**src/logic/srs_regs.svh**
```systemverilog
`ifndef SRS_REGS_SVH
`define SRS_REGS_SVH
// status byte bit positions, shared by mask and poll byte
`define SRS_BIT_OVERFLOW 3'd0
`define SRS_BIT_STORE_FULL 3'd1
`define SRS_BIT_STORE_HALF 3'd2
`define SRS_BIT_READING_DONE 3'd3
`define SRS_BIT_READY 3'd4
`define SRS_BIT_ERROR 3'd5
`define SRS_BIT_RQS 3'd6
`define SRS_BIT_SOURCE_ERROR 3'd7
// factory mask: requests disabled
`define SRS_MASK_RESET 8'h00
`define SRS_MASK_ALL_OFF 8'h00
`endif

```
**src/logic/srs_pkg.sv**
```systemverilog
package srs_pkg;
  typedef logic [7:0] srs_byte_t;
  typedef enum logic [1:0] {SRS_IDLE, SRS_REQUEST, SRS_POLLED} srs_state_t;
endpackage

```
**src/logic/srs_status.sv**
```systemverilog
`timescale 1ns/100ps
`default_nettype none
`include "srs_regs.svh"
module srs_status
  import srs_pkg::*;
#(
  parameter bit HAS_SOURCE = 1'b1
)
(
  input wire logic REF_CLK_IN,
  input wire logic RESET_IN,
  input wire logic CLK_EN_IN,
  input wire logic MASK_WRITE_IN,
  input wire logic [7:0] MASK_VALUE_IN,
  input wire logic SAVE_DEFAULTS_COMMAND_IN,
  input wire logic DEVICE_CLEAR_IN,
  input wire logic READING_DONE_IN,
  input wire logic READING_OVERRANGE_IN,
  input wire logic STORE_FULL_IN,
  input wire logic STORE_HALF_IN,
  input wire logic STORE_REARM_IN,
  input wire logic READING_SENT_IN,
  input wire logic READY_IN,
  input wire logic ERROR_EVENT_IN,
  input wire logic ERROR_STATUS_WORD_READ_IN,
  input wire logic SOURCE_FAULT_IN,
  input wire logic SOURCE_ERROR_STATUS_WORD_READ_IN,
  input wire logic SERIAL_POLL_IN,
  output logic SRQ_OUT,
  output logic [7:0] POLL_STATUS_BYTE_OUT,
  output logic [7:0] SERVICE_REQUEST_MASK_OUT
);

  // ----------------------------------------
  // pin synchronisers
  // ----------------------------------------
  logic [1:0] sync_a_reg;
  logic [1:0] sync_b_reg;
  logic [1:0] src_sync;
  assign src_sync = {SOURCE_FAULT_IN, READY_IN};

  always_ff @(posedge REF_CLK_IN or posedge RESET_IN)
  begin
    if (RESET_IN)
    begin
      sync_a_reg <= 2'h0;
      sync_b_reg <= 2'h0;
    end
    else if (CLK_EN_IN)
    begin
      sync_a_reg <= src_sync;
      sync_b_reg <= sync_a_reg;
    end
  end

  logic ready_s;
  logic source_fault_s;
  assign ready_s = sync_b_reg[0];
  assign source_fault_s = sync_b_reg[1] & HAS_SOURCE;

  // ----------------------------------------
  // mask and saved default
  // ----------------------------------------
  srs_byte_t mask_reg;
  srs_byte_t saved_mask_reg;

  // saved default survives device clear; only power-up reset restores factory value
  always_ff @(posedge REF_CLK_IN or posedge RESET_IN)
  begin
    if (RESET_IN)
      saved_mask_reg <= `SRS_MASK_RESET;
    else if (CLK_EN_IN && SAVE_DEFAULTS_COMMAND_IN)
      saved_mask_reg <= mask_reg;
  end

  always_ff @(posedge REF_CLK_IN or posedge RESET_IN)
  begin
    if (RESET_IN)
      mask_reg <= `SRS_MASK_RESET;
    else if (CLK_EN_IN)
    begin
      if (DEVICE_CLEAR_IN)
        mask_reg <= saved_mask_reg;
      else if (MASK_WRITE_IN)
        mask_reg <= MASK_VALUE_IN;
    end
  end

  // ----------------------------------------
  // condition bits
  // ----------------------------------------
  srs_byte_t cond_reg;
  srs_byte_t cond_live;

  always_ff @(posedge REF_CLK_IN or posedge RESET_IN)
  begin
    if (RESET_IN)
      cond_reg <= 8'h00;
    else if (CLK_EN_IN)
    begin
      if (READING_DONE_IN)
        cond_reg[`SRS_BIT_OVERFLOW] <= READING_OVERRANGE_IN;
      // sets win over clears when they collide
      if (STORE_FULL_IN)
        cond_reg[`SRS_BIT_STORE_FULL] <= 1'b1;
      else if (STORE_REARM_IN)
        cond_reg[`SRS_BIT_STORE_FULL] <= 1'b0;
      if (STORE_HALF_IN)
        cond_reg[`SRS_BIT_STORE_HALF] <= 1'b1;
      else if (STORE_REARM_IN)
        cond_reg[`SRS_BIT_STORE_HALF] <= 1'b0;
      if (READING_DONE_IN)
        cond_reg[`SRS_BIT_READING_DONE] <= 1'b1;
      else if (READING_SENT_IN)
        cond_reg[`SRS_BIT_READING_DONE] <= 1'b0;
      if (ERROR_EVENT_IN)
        cond_reg[`SRS_BIT_ERROR] <= 1'b1;
      else if (ERROR_STATUS_WORD_READ_IN)
        cond_reg[`SRS_BIT_ERROR] <= 1'b0;
      // clears only once the fault is gone
      if (source_fault_s)
        cond_reg[`SRS_BIT_SOURCE_ERROR] <= 1'b1;
      else if (SOURCE_ERROR_STATUS_WORD_READ_IN)
        cond_reg[`SRS_BIT_SOURCE_ERROR] <= 1'b0;
    end
  end

  always_comb
  begin
    cond_live = cond_reg;
    cond_live[`SRS_BIT_READY] = ready_s;
    cond_live[`SRS_BIT_RQS] = 1'b0;
  end

  // ----------------------------------------
  // request state and latched byte
  // ----------------------------------------
  srs_state_t state_reg;
  srs_byte_t latched_reg;
  logic masked_hit;
  logic [7:0] hit_vec;

  genvar gi;
  generate
    for (gi = 0; gi < 8; gi++)
    begin : g_hit
      assign hit_vec[gi] = cond_live[gi] & mask_reg[gi];
    end
  endgenerate

  assign masked_hit = |hit_vec;

  always_ff @(posedge REF_CLK_IN or posedge RESET_IN)
  begin
    if (RESET_IN)
    begin
      state_reg <= SRS_IDLE;
      latched_reg <= 8'h00;
    end
    else if (CLK_EN_IN)
    begin
      case (state_reg)
        SRS_IDLE:
        begin
          if (masked_hit)
          begin
            state_reg <= SRS_REQUEST;
            latched_reg <= cond_live | 8'h40;
          end
        end
        SRS_REQUEST:
        begin
          if (SERIAL_POLL_IN)
            state_reg <= SRS_POLLED;
        end
        SRS_POLLED:
        begin
          // rearm only after the cause drops, so one event gives one request
          if (!masked_hit)
            state_reg <= SRS_IDLE;
        end
        default:
          state_reg <= SRS_IDLE;
      endcase
    end
  end

  // ----------------------------------------
  // outputs
  // ----------------------------------------
  always_ff @(posedge REF_CLK_IN or posedge RESET_IN)
  begin
    if (RESET_IN)
      POLL_STATUS_BYTE_OUT <= 8'h00;
    else if (CLK_EN_IN)
    begin
      if (state_reg == SRS_REQUEST)
        POLL_STATUS_BYTE_OUT <= latched_reg;
      else
        POLL_STATUS_BYTE_OUT <= cond_live;
    end
  end

  assign SRQ_OUT = (state_reg == SRS_REQUEST);
  assign SERVICE_REQUEST_MASK_OUT = mask_reg;
endmodule
`default_nettype wire

```
**config.mk**
```make
export PLATFORM = sky130hd
export DESIGN_NAME = srs_status
export DESIGN_NICKNAME = d
export VERILOG_FILES = /design/src/logic/srs_pkg.sv /design/src/logic/srs_status.sv
export VERILOG_INCLUDE_DIRS = /design/src /design/src/logic
export SDC_FILE = /design/constraint.sdc
export NUM_CORES = 1
export LEC_CHECK = 0
export BUFFER_PORTS_ARGS = -buffer_cell sky130_fd_sc_hd__buf_2
export CAP_MARGIN = 0
export CORE_ASPECT_RATIO = 1.1
export CORE_MARGIN = 8
export CORE_UTILIZATION = 57
export CTS_CLUSTER_DIAMETER = 100
export DETAILED_ROUTE_END_ITERATION = 10
export HOLD_SLACK_MARGIN = 0.08
export PLACE_DENSITY = 0.84
export SYNTH_ARGS = -nofsm -noshare
export SYNTH_HDL_FRONTEND = slang
export SYNTH_SLANG_ARGS = --single-unit
```
**constraint.sdc**
```tcl
create_clock -name REF_CLK_IN -period 4.3 [get_ports REF_CLK_IN]
set_clock_uncertainty 0.05 [all_clocks]
set_input_delay 0.215 -clock REF_CLK_IN [delete_from_list [all_inputs] [get_ports REF_CLK_IN]]
set_output_delay 0.215 -clock REF_CLK_IN [all_outputs]
set_load 0.1 [all_outputs]
```
==> results of run 1 <==
cell families (layout without fill, tap and decap cells):
| family | after synthesis | after routing | synth area share, % |
|---|---|---|---|
| flops | 44 | 44 | 58.2 |
| buf+inv | 11 | 63 | 2.71 |
| mux | 27 | 27 | 17.0 |
| compound gates | 27 | 27 | 10.3 |
| simple gates | 47 | 47 | 11.8 |
worst paths after layout:
check / depth (start not counted) / endpoint / slack (ps)
worst max-delay path: 2 / SRQ_OUT / 1970
worst min-delay path: 2 / state_reg[1] / 110
worst max register to register: 4 / latched_reg[2] / 2360
worst min register to register: 1 / latched_reg[6] / 460
max in group asynchronous: 4 / latched_reg[6] / 3350
min in group asynchronous: 4 / cond_live[3] / 470
metal layers:
metal | vias to the layer above | track usage, %
met2 | 39 | 23.4
met3 | 4 | 5.53
met1 | 636 | 18.2
li1 | 653 | -
met4 | 0 | 6.04
met5 | - | 0
critical path: stages, from the launching register on:
cell and delay (ps):
dfrtp_1 410, nor2b_1 750, buf_2 570
final cells by class:
cell class              instances  area share (%)
clock inverters                 2           0.440
well taps                      36            1.98
repair buffers                 53            14.0
flip-flops and latches         44            48.4
inverters                       2           0.330
clock buffers                   6            2.26
multi-input cells             101            32.6
placed cells by master, fill, tap and decap left out, types with 2 or more instances in the layout:
master	n
a21oi_1	7
a22o_1	12
a22oi_1	2
buf_2	42
clkbuf_4	5
clkinv_2	2
dfrtp_1	44
dlygate4sd3_1	10
inv_1	2
mux2_2	13
mux2_4	7
mux2i_1	7
nand2_1	26
nand3b_1	8
nor2_1	7
nor2b_1	2
o21ai_0	3
power groups by stage:
| stage | logic (mW) | clock network, mW | registers (mW) |
|---|---|---|---|
| final | 0.720 | 0.203 | 0.619 |
| after global routing | 0.757 | 0.228 | 0.635 |
| after CTS | 0.725 | 0.210 | 0.618 |
| after detailed placement | 0.716 | 0 | 0.626 |
| after global placement | 0.700 | 0 | 0.615 |
| after floorplan | 0.288 | 0 | 0.932 |
repair_timing:
item                                   in CTS  in global routing
gates resized for setup                     0                  0
endpoints found under the hold margin      51                  0
hold buffers                               10                  0
==> summary.md, run 1 <==
| Metric | Value |
|---|---|
| Pin count of the biggest net entering global routing | 45 |
| Unique masters post-synth | 24 |
| Average cell area after synthesis | 12.1 sq um |
| Reg clk slew, reported paths | 110 ps |
| Worst Max-Slew Pin Slew | 918 ps |
| Worst slew margin | 38.7% |
| Core Footprint | 3250 sq um |
| Met3 wire length | 181 um |
| Post-route DRC violation count | 0 |
| Initial antenna violation count | 0 |
| Fin nets | 233 |
| Fin area | 2270 sq um |
| Max Cap Viol | 0 |
| Total number of vias | 1332 |
| Reg2Reg Launch Point | cond_live[5] |
| Met1 Routed Length | 1.78 mm |
| Uppermost layer routed | met4 |
| CP Data Arrival Time | 2070 ps |
| First-pass GRT wire length | 6.49 mm |
| Grt ovf | 0 |
| Crit Path Category | reg -> out |
| Register area share after synthesis | 58.2% |
| Synth area leaders | dfrtp_1 58%, mux2_2 7.7%, mux2_4 5.6% |
| Wire per inst | 15.9 um |
| Vias in the first global route | 1389 |
| Hold slack | 110 ps |
| Hold crit path type | in -> reg |
| Worst skew pair latency | 350 ps |
| Design Power | 1.54 mW |
| Max-slew violations | 0 |
| Hold wc startpoint | SERIAL_POLL_IN |
| Num ports | 43 |
| Count leader, synth | dfrtp_1 |
| Yosys top cell area share | 58.2% |
| #FFs+latches synth | 44 |
| Crit path from | state_reg[0] |
| PwrDens | 678 nW/um^2 |
| Synth top cells by count | 44 x dfrtp_1, 26 x nand2_1, 13 x mux2_2, 12 x a22o_1, 8 x nand3b_1 |
| Clock power share | 13.2% |
| Fmax | 429 MHz |
| Crit Path Max Fanout | 9 |
| Crit path capture type | output pin |
| Setup violation total in the final timing report | 0 |
| Die area | 5420 sq um |
| DR WL met2 | 1.89 mm |
| P_sw | 0.725 mW |
| Placed cells | 226 |
| Comb power frac | 46.7% |
| Finished Core Util | 70.0% |
| CTS tree | built |
| Vias/cell | 5.46 |
| Multi-input gate area | 741 sq um |
| Worst Slack Setup Final | 1970 ps |
| Initial core utilization | 58.3% |
| Top FF cell, synth | dfrtp_1 |
| GRT Total Usage | 15.0% |
| Buffers on Ports | 42 |
| Total Wirelength | 3.89 mm |
| Post-route ant nets | 0 |
| P&R area growth vs syn | 20.1% |
| Leakage power | 1.14 nW |
| Filler cells | 256 |
| Max Buffers Root-to-Sink | 2 |
| Die Span Y | 76.4 um |
| Seq. cell area | 1100 sq um |
| Fin crit period | 2330 ps |
| Area after DPL | 2110 sq um |
| Clock Sinks | 44 |
| Placer Congestion | 0.772 |
| H-tree depth | 2 |
| Synth Net Count | 182 |
| Crit path required time | 4030 ps |
| DR iter-0 viols | 95 |
| Clock Tree Root | clkbuf_4 |
| Outcome | finished, final reports clean |
| Non-filler instance count after layout | 244 |
| Hpwl dp | 2.68 mm |
| Fin crit share | 54.2% |
| Row count | 22 |
| Final hold violation count | 0 |
| RSZ-0062 raised after global routing | false |
| Dpl ws | 2210 ps |
| YS warnings | 0 |
| DR pass1 iterations | 4 |
| Number of enable flip-flop cells after synthesis | 0 |
| Switching share of total power | 47.0% |
| Sequential share of power | 40.1% |
| Max VDD drop | 0.329 mV |
| Crit path launch type | register |
| TNS Setup | 0 ps |
| ANT cells | 0 |
| DIE WIDTH | 70.9 um |
| Cells after Synth | 156 |
| Post-CTS Setup Bufs | 0 |
| Pint | 0.817 mW |
| Share of layout cells above drive strength 1 | 34.1% |
| Total CTS buffers | 5 |
| Post-synthesis cell area | 1890 sq um |
| Async SR Flop Fraction | 100% |
| Cell taking the most area after synthesis | dfrtp_1 |
No activity file was read; power rests on OpenSTA's default activity.
==> inputs of run 2 (changes only) <==
--- a/config.mk
+++ b/config.mk
@@ -10,11 +10,11 @@
 export CAP_MARGIN = 0
 export CORE_ASPECT_RATIO = 1.1
 export CORE_MARGIN = 8
-export CORE_UTILIZATION = 57
+export CORE_UTILIZATION = 53
 export CTS_CLUSTER_DIAMETER = 100
 export DETAILED_ROUTE_END_ITERATION = 10
 export HOLD_SLACK_MARGIN = 0.08
-export PLACE_DENSITY = 0.84
+export PLACE_DENSITY = 0.79
 export SYNTH_ARGS = -nofsm -noshare
 export SYNTH_HDL_FRONTEND = slang
 export SYNTH_SLANG_ARGS = --single-unit
==> constraint.sdc (replaced) <==
create_clock -name REF_CLK_IN -period 2.3 [get_ports REF_CLK_IN]
set_clock_uncertainty 0.05 [all_clocks]
set_input_delay 0.115 -clock REF_CLK_IN [delete_from_list [all_inputs] [get_ports REF_CLK_IN]]
set_output_delay 0.115 -clock REF_CLK_IN [all_outputs]
set_load 0.1 [all_outputs]
==> run 2 against run 1 <==
Against the previous run:
- count of clock-buffer cells in the layout increased by 2
- cell count increased by 11%
- largest power group unchanged
- critical endpoint is now latched_reg[2]
- worst hold slack improved by 57 ps
==> summary.md, run 2 (synthesis results as in run 1) <==
| Metric | Value |
|---|---|
| Outcome | finished, final reports clean (unchanged) |
| Clock Sinks | 44 (unchanged) |
| PwrDens | 1200 nW/um^2 (was 678 nW/um^2) |
| DIE WIDTH | 73.0 um (was 70.9 um) |
| CTS Hold Buffers Added | 23 (was 10) |
| Post-route ant nets | 0 (unchanged) |
| Num ports | 43 (unchanged) |
| Crit path required time | 2500 ps (was 4030 ps) |
| Worst skew pair latency | 360 ps (was 350 ps) |
| Initial antenna violation count | 0 (unchanged) |
| First-pass GRT wire length | 7.04 mm (was 6.49 mm) |
| Grt ovf | 0 (unchanged) |
| Post-route DRC violation count | 0 (unchanged) |
| TNS Setup | 0 ps (unchanged) |
| Crit Path Max Fanout | 9 (unchanged) |
| Die area | 5740 sq um (was 5420 sq um) |
| Buffers plus inverters on the worst setup path | 0 (was 1) |
| Vias/cell | 5.23 (was 5.46) |
| Dpl ws | 462 ps (was 2210 ps) |
| Most frequent cells in the layout | 42 x dfrtp_1, 42 x buf_2, 26 x nand2_1 (was 44 x dfrtp_1, 42 x buf_2, 26 x nand2_1) |
| Initial core utilization | 55.9% (was 58.3%) |
| Filler cells | 242 (was 256) |
| Placer Congestion | 0.787 (was 0.772) |
| Hpwl dp | 2.79 mm (was 2.68 mm) |
| Vias in the first global route | 1491 (was 1389) |
| Design Power | 2.93 mW (was 1.54 mW) |
| Reg clk slew, reported paths | 120 ps (was 110 ps) |
| CP max stage delay | 430 ps (was 750 ps) |
| Fmax | 527 MHz |
| Worst Max-Slew Pin Slew | 573 ps (was 918 ps) |
| Cell Chain, Critical Path | a222oi_1 -> and3_1 -> or3b_1 -> mux2_4 (was nor2b_1 -> buf_2) |
| Row count | 22 (unchanged) |
| Area after DPL | 2140 sq um (was 2110 sq um) |
| GRT Total Usage | 15.7% (was 15.0%) |
| Slowest CP cell | dfrtp_1 (was nor2b_1) |
| CTS resizes | 0 (unchanged) |
| Crit path capture type | register (was output pin) |
| Buffers on Ports | 42 (unchanged) |
| Leakage power | 1.19 nW (was 1.14 nW) |
| Share of layout cells above drive strength 1 | 32.7% (was 34.1%) |
| Total Wirelength | 4.20 mm (was 3.89 mm) |
| Die Span Y | 78.7 um (was 76.4 um) |
| Total number of vias | 1418 (was 1332) |
| Core Footprint | 3390 sq um (was 3250 sq um) |
| Worst slew margin | 61.5% (was 38.7%) |
| Fin area | 2430 sq um (was 2270 sq um) |
| ANT cells | 0 (unchanged) |
| H-tree depth | 2 (unchanged) |
| Hold crit path type | in -> reg (unchanged) |
| Fin crit period | 1900 ps |
| Max Buffers Root-to-Sink | 2 (unchanged) |
| Worst Slack Setup Final | 403 ps (was 1970 ps) |
| Fin crit share | 82.5% |
| DR iter-0 viols | 41 (was 95) |
| Largest delay share family, worst path | simple AND/OR/NAND/NOR gates (unchanged) |
| Max Cap Viol | 0 (unchanged) |
| Setup violation total in the final timing report | 0 (unchanged) |
| CP Data Arrival Time | 2090 ps (was 2070 ps) |
| Pin count of the biggest net entering global routing | 45 (unchanged) |
| DR pass1 iterations | 5 (was 4) |
| Final hold violation count | 0 (unchanged) |
| Post-CTS Setup Bufs | 0 (unchanged) |
| P&R area growth vs syn | 28.6% (was 20.1%) |
| Max-slew violations | 0 (unchanged) |
| Crit path launch type | register (unchanged) |
| CTS tree | built (unchanged) |
| Total CTS buffers | 5 (unchanged) |
| Wire per inst | 15.5 um (was 15.9 um) |
| Fin nets | 248 (was 233) |
| Clock Tree Root | clkbuf_4 (unchanged) |
| Max VDD drop | 0.767 mV (was 0.329 mV) |
| RSZ-0062 raised after global routing | false (unchanged) |
| Crit Path Category | reg -> reg (was reg -> out) |
run 2: cell types whose count changed in the layout (fill, tap and decap cells not counted):
cell,change
dfrtp_1,-2
buf_4,+2
clkinv_2,-2
dlygate4sd3_1,+13
clkbuf_1,+2
dfrtp_2,+2
run 2: path summary, 6_finish.rpt:
check,cells after the start,startpoint,to,slack [ps]
max in group asynchronous,4,RESET_IN,SERVICE_REQUEST_MASK_OUT[5],1430
min in group asynchronous,4,RESET_IN,POLL_STATUS_BYTE_OUT[3],360
max,4,cond_live[5],latched_reg[2],400
min reg2reg,1,latched_reg[6],latched_reg[6],450
max reg2reg,4,cond_live[5],latched_reg[2],400
min,3,CLK_EN_IN,state_reg[1],170
run 2: final cells by class:
type	instances	area, sq um	area share [%]
tap	48	60.1	2.47
timing repair buffer	68	463	19.0
clock buffer	8	58.8	2.42
multi-input combinational	101	741	30.4
inverter	2	7.51	0.308
sequential	44	1100	45.3
run 2: worst register-to-register path, cell delays in order, from the launching register on:
cell	delay (ps)
dfrtp_1	430
a222oi_1	350
and3_1	210
or3b_1	400
mux2_4	340
run 2: metal layers:
| layer | vias up | track usage, % | wire [um] |
|---|---|---|---|
| li1 | 681 | - | - |
| met1 | 691 | 18.8 | 1870 |
| met3 | 9 | 5.34 | 217 |
| met5 | - | 0 | 0 |
| met4 | 0 | 6.81 | 98 |
| met2 | 37 | 25.1 | 2020 |
run 2: stage by stage:
step | utilization [%] | hold WS (ps) | instances
6_report | 71.9 | 167 | 271
5_1_grt | 71.9 | 176 | 271
4_1_cts | 71.9 | 152 | 271
3_5_place_dp | 63.3 | 233 | 240
3_3_place_gp | 63.3 | 217 | 240
2_1_floorplan | - | 200 | 156
run 2: power breakdown:
part / switching [mW] / internal, mW
clock network: 0.231 / 0.151
registers: 0.158 / 0.998
logic: 0.973 / 0.416
==> inputs of run 3 (changes only) <==
--- a/config.mk
+++ b/config.mk
@@ -6,6 +6,7 @@
 export SDC_FILE = /design/constraint.sdc
 export NUM_CORES = 1
 export LEC_CHECK = 0
+export ABC_AREA = 1
 export BUFFER_PORTS_ARGS = -buffer_cell sky130_fd_sc_hd__buf_2
 export CAP_MARGIN = 0
 export CORE_ASPECT_RATIO = 1.1
@@ -14,7 +15,7 @@
 export CTS_CLUSTER_DIAMETER = 100
 export DETAILED_ROUTE_END_ITERATION = 10
 export HOLD_SLACK_MARGIN = 0.08
-export PLACE_DENSITY = 0.79
+export PLACE_DENSITY = 0.78
 export SYNTH_ARGS = -nofsm -noshare
 export SYNTH_HDL_FRONTEND = slang
 export SYNTH_SLANG_ARGS = --single-unit
==> constraint.sdc (replaced) <==
create_clock -name REF_CLK_IN -period 1.9 [get_ports REF_CLK_IN]
set_clock_uncertainty 0.05 [all_clocks]
set_input_delay 0.095 -clock REF_CLK_IN [delete_from_list [all_inputs] [get_ports REF_CLK_IN]]
set_output_delay 0.095 -clock REF_CLK_IN [all_outputs]
set_load 0.1 [all_outputs]
==> run 3 against run 2 <==
Against the previous run:
- cell count grew 26%
- sequential cell count is the same
- wire length grew 4.3%
- register-to-register slack gained 110 ps
- setup slack lost 230 ps
- critical endpoint is now SRQ_OUT
- largest cell class unchanged
==> summary.md, run 3 <==
| Metric | Value |
|---|---|
| Outcome | finished, final reports clean (unchanged) |
| Setup violation total in the final timing report | 0 (unchanged) |
| Worst skew pair latency | 300 ps (was 360 ps) |
| Hold crit path type | in -> reg (unchanged) |
| Design Power | 3.34 mW (was 2.93 mW) |
| Area fraction in compound gates after synthesis | 15.0% (was 10.3%) |
| Post-synthesis cell area | 1920 sq um (was 1890 sq um) |
| Final hold violation count | 0 (unchanged) |
| ANT cells | 0 (unchanged) |
| DIE WIDTH | 73.3 um (was 73.0 um) |
| GRT Total Usage | 16.9% (was 15.7%) |
| Buffers plus inverters on the worst setup path | 3 (was 0) |
| Wire per inst | 12.8 um (was 15.5 um) |
| Async SR Flop Fraction | 100% (unchanged) |
| Finished Core Util | 69.2% (was 71.9%) |
| Crit Path Max Fanout | 10 (was 9) |
| Mux cell area share after synthesis | 0% (was 17.0%) |
| Worst Slack Setup Final | 172 ps (was 403 ps) |
| Reg clk slew, reported paths | 80 ps (was 120 ps) |
| RSZ-0062 raised after global routing | false (unchanged) |
| Unique masters post-synth | 19 (was 24) |
| Clock power share | 17.8% (was 13.1%) |
| Initial antenna violation count | 0 (unchanged) |
| P_sw | 1.58 mW (was 1.36 mW) |
| Pin count of the biggest net entering global routing | 45 (unchanged) |
| Fin crit share | 91.0% |
| CTS Hold Buffers Added | 22 (was 23) |
| Max Cap Viol | 0 (unchanged) |
| Vias/cell | 4.81 (was 5.23) |
| Dpl ws | 488 ps (was 462 ps) |
| Synth Area in Simple Gates | 19.3% (was 11.8%) |
| Slowest CP cell | buf_2 (was dfrtp_1) |
| Largest delay share family, worst path | buffers and inverters (was simple AND/OR/NAND/NOR gates) |
| Largest family of logic cells by synthesized area | simple AND/OR/NAND/NOR gates (was multiplexers) |
| Buffers on Ports | 42 (unchanged) |
| Synth Net Count | 252 (was 182) |
| Switching share of total power | 47.4% (was 46.5%) |
| Total CTS buffers | 5 (unchanged) |
| Leakage power | 1.27 nW (was 1.19 nW) |
| P&R area growth vs syn | 29.0% (was 28.6%) |
| Clock Sinks | 44 (unchanged) |
| Fin crit period | 1730 ps |
| Share of layout cells above drive strength 1 | 19.5% (was 32.7%) |
| Crit path launch type | register (unchanged) |
| DR pass1 iterations | 4 (was 5) |
| Non-filler instance count after layout | 342 (was 271) |
| CP Data Arrival Time | 1580 ps (was 2090 ps) |
| Crit Path Category | reg -> out (was reg -> reg) |
| First-pass GRT wire length | 7.66 mm (was 7.04 mm) |
| TNS Setup | 0 ps (unchanged) |
| Synth area leaders | dfrtp_1 57%, nand2_1 14%, inv_1 5.5% (was dfrtp_1 58%, mux2_2 7.7%, mux2_4 5.6%) |
| Top FF cell, synth | dfrtp_1 (unchanged) |
| Fmax | 579 MHz |
| Grt ovf | 0 (unchanged) |
| Sequential share of power | 39.2% (was 39.5%) |
| Clock Tree Root | clkbuf_8 (was clkbuf_4) |
| DR iter-0 viols | 111 (was 41) |
| Post-route ant nets | 0 (unchanged) |
| CP max stage delay | 460 ps (was 430 ps) |
| Average cell area after synthesis | 8.48 sq um (was 12.1 sq um) |
| Core Footprint | 3570 sq um (was 3390 sq um) |
| Pint | 1.76 mW (was 1.56 mW) |
| Total number of vias | 1646 (was 1418) |
| Number of enable flip-flop cells after synthesis | 0 (unchanged) |
| Die area | 5800 sq um (was 5740 sq um) |
| Most frequent cells in the layout | 73 x nand2_1, 44 x dfrtp_1, 42 x buf_2 (was 42 x dfrtp_1, 42 x buf_2, 26 x nand2_1) |
| Max VDD drop | 0.656 mV (was 0.767 mV) |
| Max-slew violations | 0 (unchanged) |
| Xor/xnor share of the synthesized area | 0% (unchanged) |
| Cell taking the most area after synthesis | dfrtp_1 (unchanged) |
| Worst Max-Slew Pin Slew | 554 ps (was 573 ps) |
| Initial core utilization | 53.7% (was 55.9%) |
| Fin nets | 317 (was 248) |
| YS warnings | 0 (unchanged) |
| Row count | 23 (was 22) |
| PwrDens | 1350 nW/um^2 (was 1200 nW/um^2) |
| Register area share after synthesis | 57.5% (was 58.2%) |
| Worst slew margin | 63.0% (was 61.5%) |
| Hpwl dp | 2.97 mm (was 2.79 mm) |
| Comb power frac | 43.0% (was 47.5%) |
| Num ports | 43 (unchanged) |
| H-tree depth | 2 (unchanged) |
| Adder-Cell Fraction of Synth Area | 0% (unchanged) |
| Filler cells | 289 (was 242) |
| Most common cell after layout, fill and taps aside | nand2_1 |
| CTS resizes | 0 (unchanged) |
| Synth top cells by count | 73 x nand2_1, 44 x dfrtp_1, 28 x inv_1, 21 x o21ai_0, 15 x a21oi_1 (was 44 x dfrtp_1, 26 x nand2_1, 13 x mux2_2, 12 x a22o_1, 8 x nand3b_1) |
| Placer Congestion | 0.770 (was 0.787) |
| Cells after Synth | 226 (was 156) |
| Crit path required time | 1750 ps (was 2500 ps) |
| Count leader, synth | nand2_1 (was dfrtp_1) |
| Placed cells | 312 (was 240) |
| CTS tree | built (unchanged) |
| Vias in the first global route | 1669 (was 1491) |
| Post-CTS Setup Bufs | 0 (unchanged) |
| #FFs+latches synth | 44 (unchanged) |
| Yosys top cell area share | 57.5% (was 58.2%) |
| Die Span Y | 79.1 um (was 78.7 um) |
| Crit path capture type | output pin (was register) |
| Post-route DRC violation count | 0 (unchanged) |
| Cell Chain, Critical Path | inv_1 -> nand2_2 -> clkinv_1 -> buf_2 (was a222oi_1 -> and3_1 -> or3b_1 -> mux2_4) |
| Max Buffers Root-to-Sink | 2 (unchanged) |
| Total Wirelength | 4.38 mm (was 4.20 mm) |
[run 3: changes by cell type after synthesis, sizes merged, moves of 6 or more]
cell	delta
nand2	+49
inv	+27
o21ai	+23
mux2	-20
a22o	-11
a21oi	+8
nand3b	-8
o211ai	+8
mux2i	-7
nor2	+6
[run 3: layer usage]
metal | wire, um | GRT usage, %
met5 | 0 | 0
met4 | 74 | 6.00
met3 | 226 | 4.41
met2 | 2150 | 26.1
met1 | 1940 | 22.3
[run 3: final cells by class]
| type | count | area, sq um | area share, % |
|---|---|---|---|
| Sequential cell | 44 | 1100 | 44.6 |
| Inverter | 30 | 113 | 4.56 |
| Timing Repair Buffer | 66 | 445 | 18.0 |
| Clock inverter | 2 | 10.0 | 0.405 |
| Multi-Input combinational cell | 144 | 657 | 26.6 |
| Tap cell | 50 | 62.6 | 2.53 |
| Clock buffer | 6 | 82.6 | 3.34 |
[run 3: final timing paths]
path	startpoint	to	slack (ps)	cells past startpoint
max in group asynchronous	RESET_IN	POLL_STATUS_BYTE_OUT[0]	990	4
worst min register to register	latched_reg[6]	latched_reg[6]	410	2
worst max register to register	sync_b_reg[0]	state_reg[0]	510	6
worst max-delay path	state_reg[1]	SRQ_OUT	170	4
worst min-delay path	CLK_EN_IN	POLL_STATUS_BYTE_OUT[2]	130	3
min in group asynchronous	RESET_IN	saved_mask_reg[5]	430	4
[run 3: power by group through the flow]
stage	registers [mW]	logic, mW	clock network (mW)
detailed placement	1.33	1.40	0
global route	1.34	1.56	0.646
global placement	1.32	1.39	0
finish	1.31	1.44	0.594
floorplan	1.95	0.527	0
CTS	1.31	1.45	0.601
[run 3: logic make-up (layout without fill, tap and decap cells)]
group | count (synthesis) | count (layout)
flip-flops | 44 | 44
buffers and inverters | 38 | 104
AO/OA/AOI/OAI | 52 | 52
AND/OR/NAND/NOR | 92 | 92
[run 3: through the flow]
stage	instance area (sq um)	hold WS (ps)
after floorplan	1920	162
after global placement	2160	208
after detailed placement	2160	216
after CTS	2470	133
after global routing	2470	160
final	2470	126
[run 3: worst register-to-register path, stage by stage (launching register included)]
cell     delay [ps]
dfrtp_1         430
nand2_1          80
nand2_1          50
nor2_1          120
nand2_1         140
nand2_2         240
o21ai_0         140
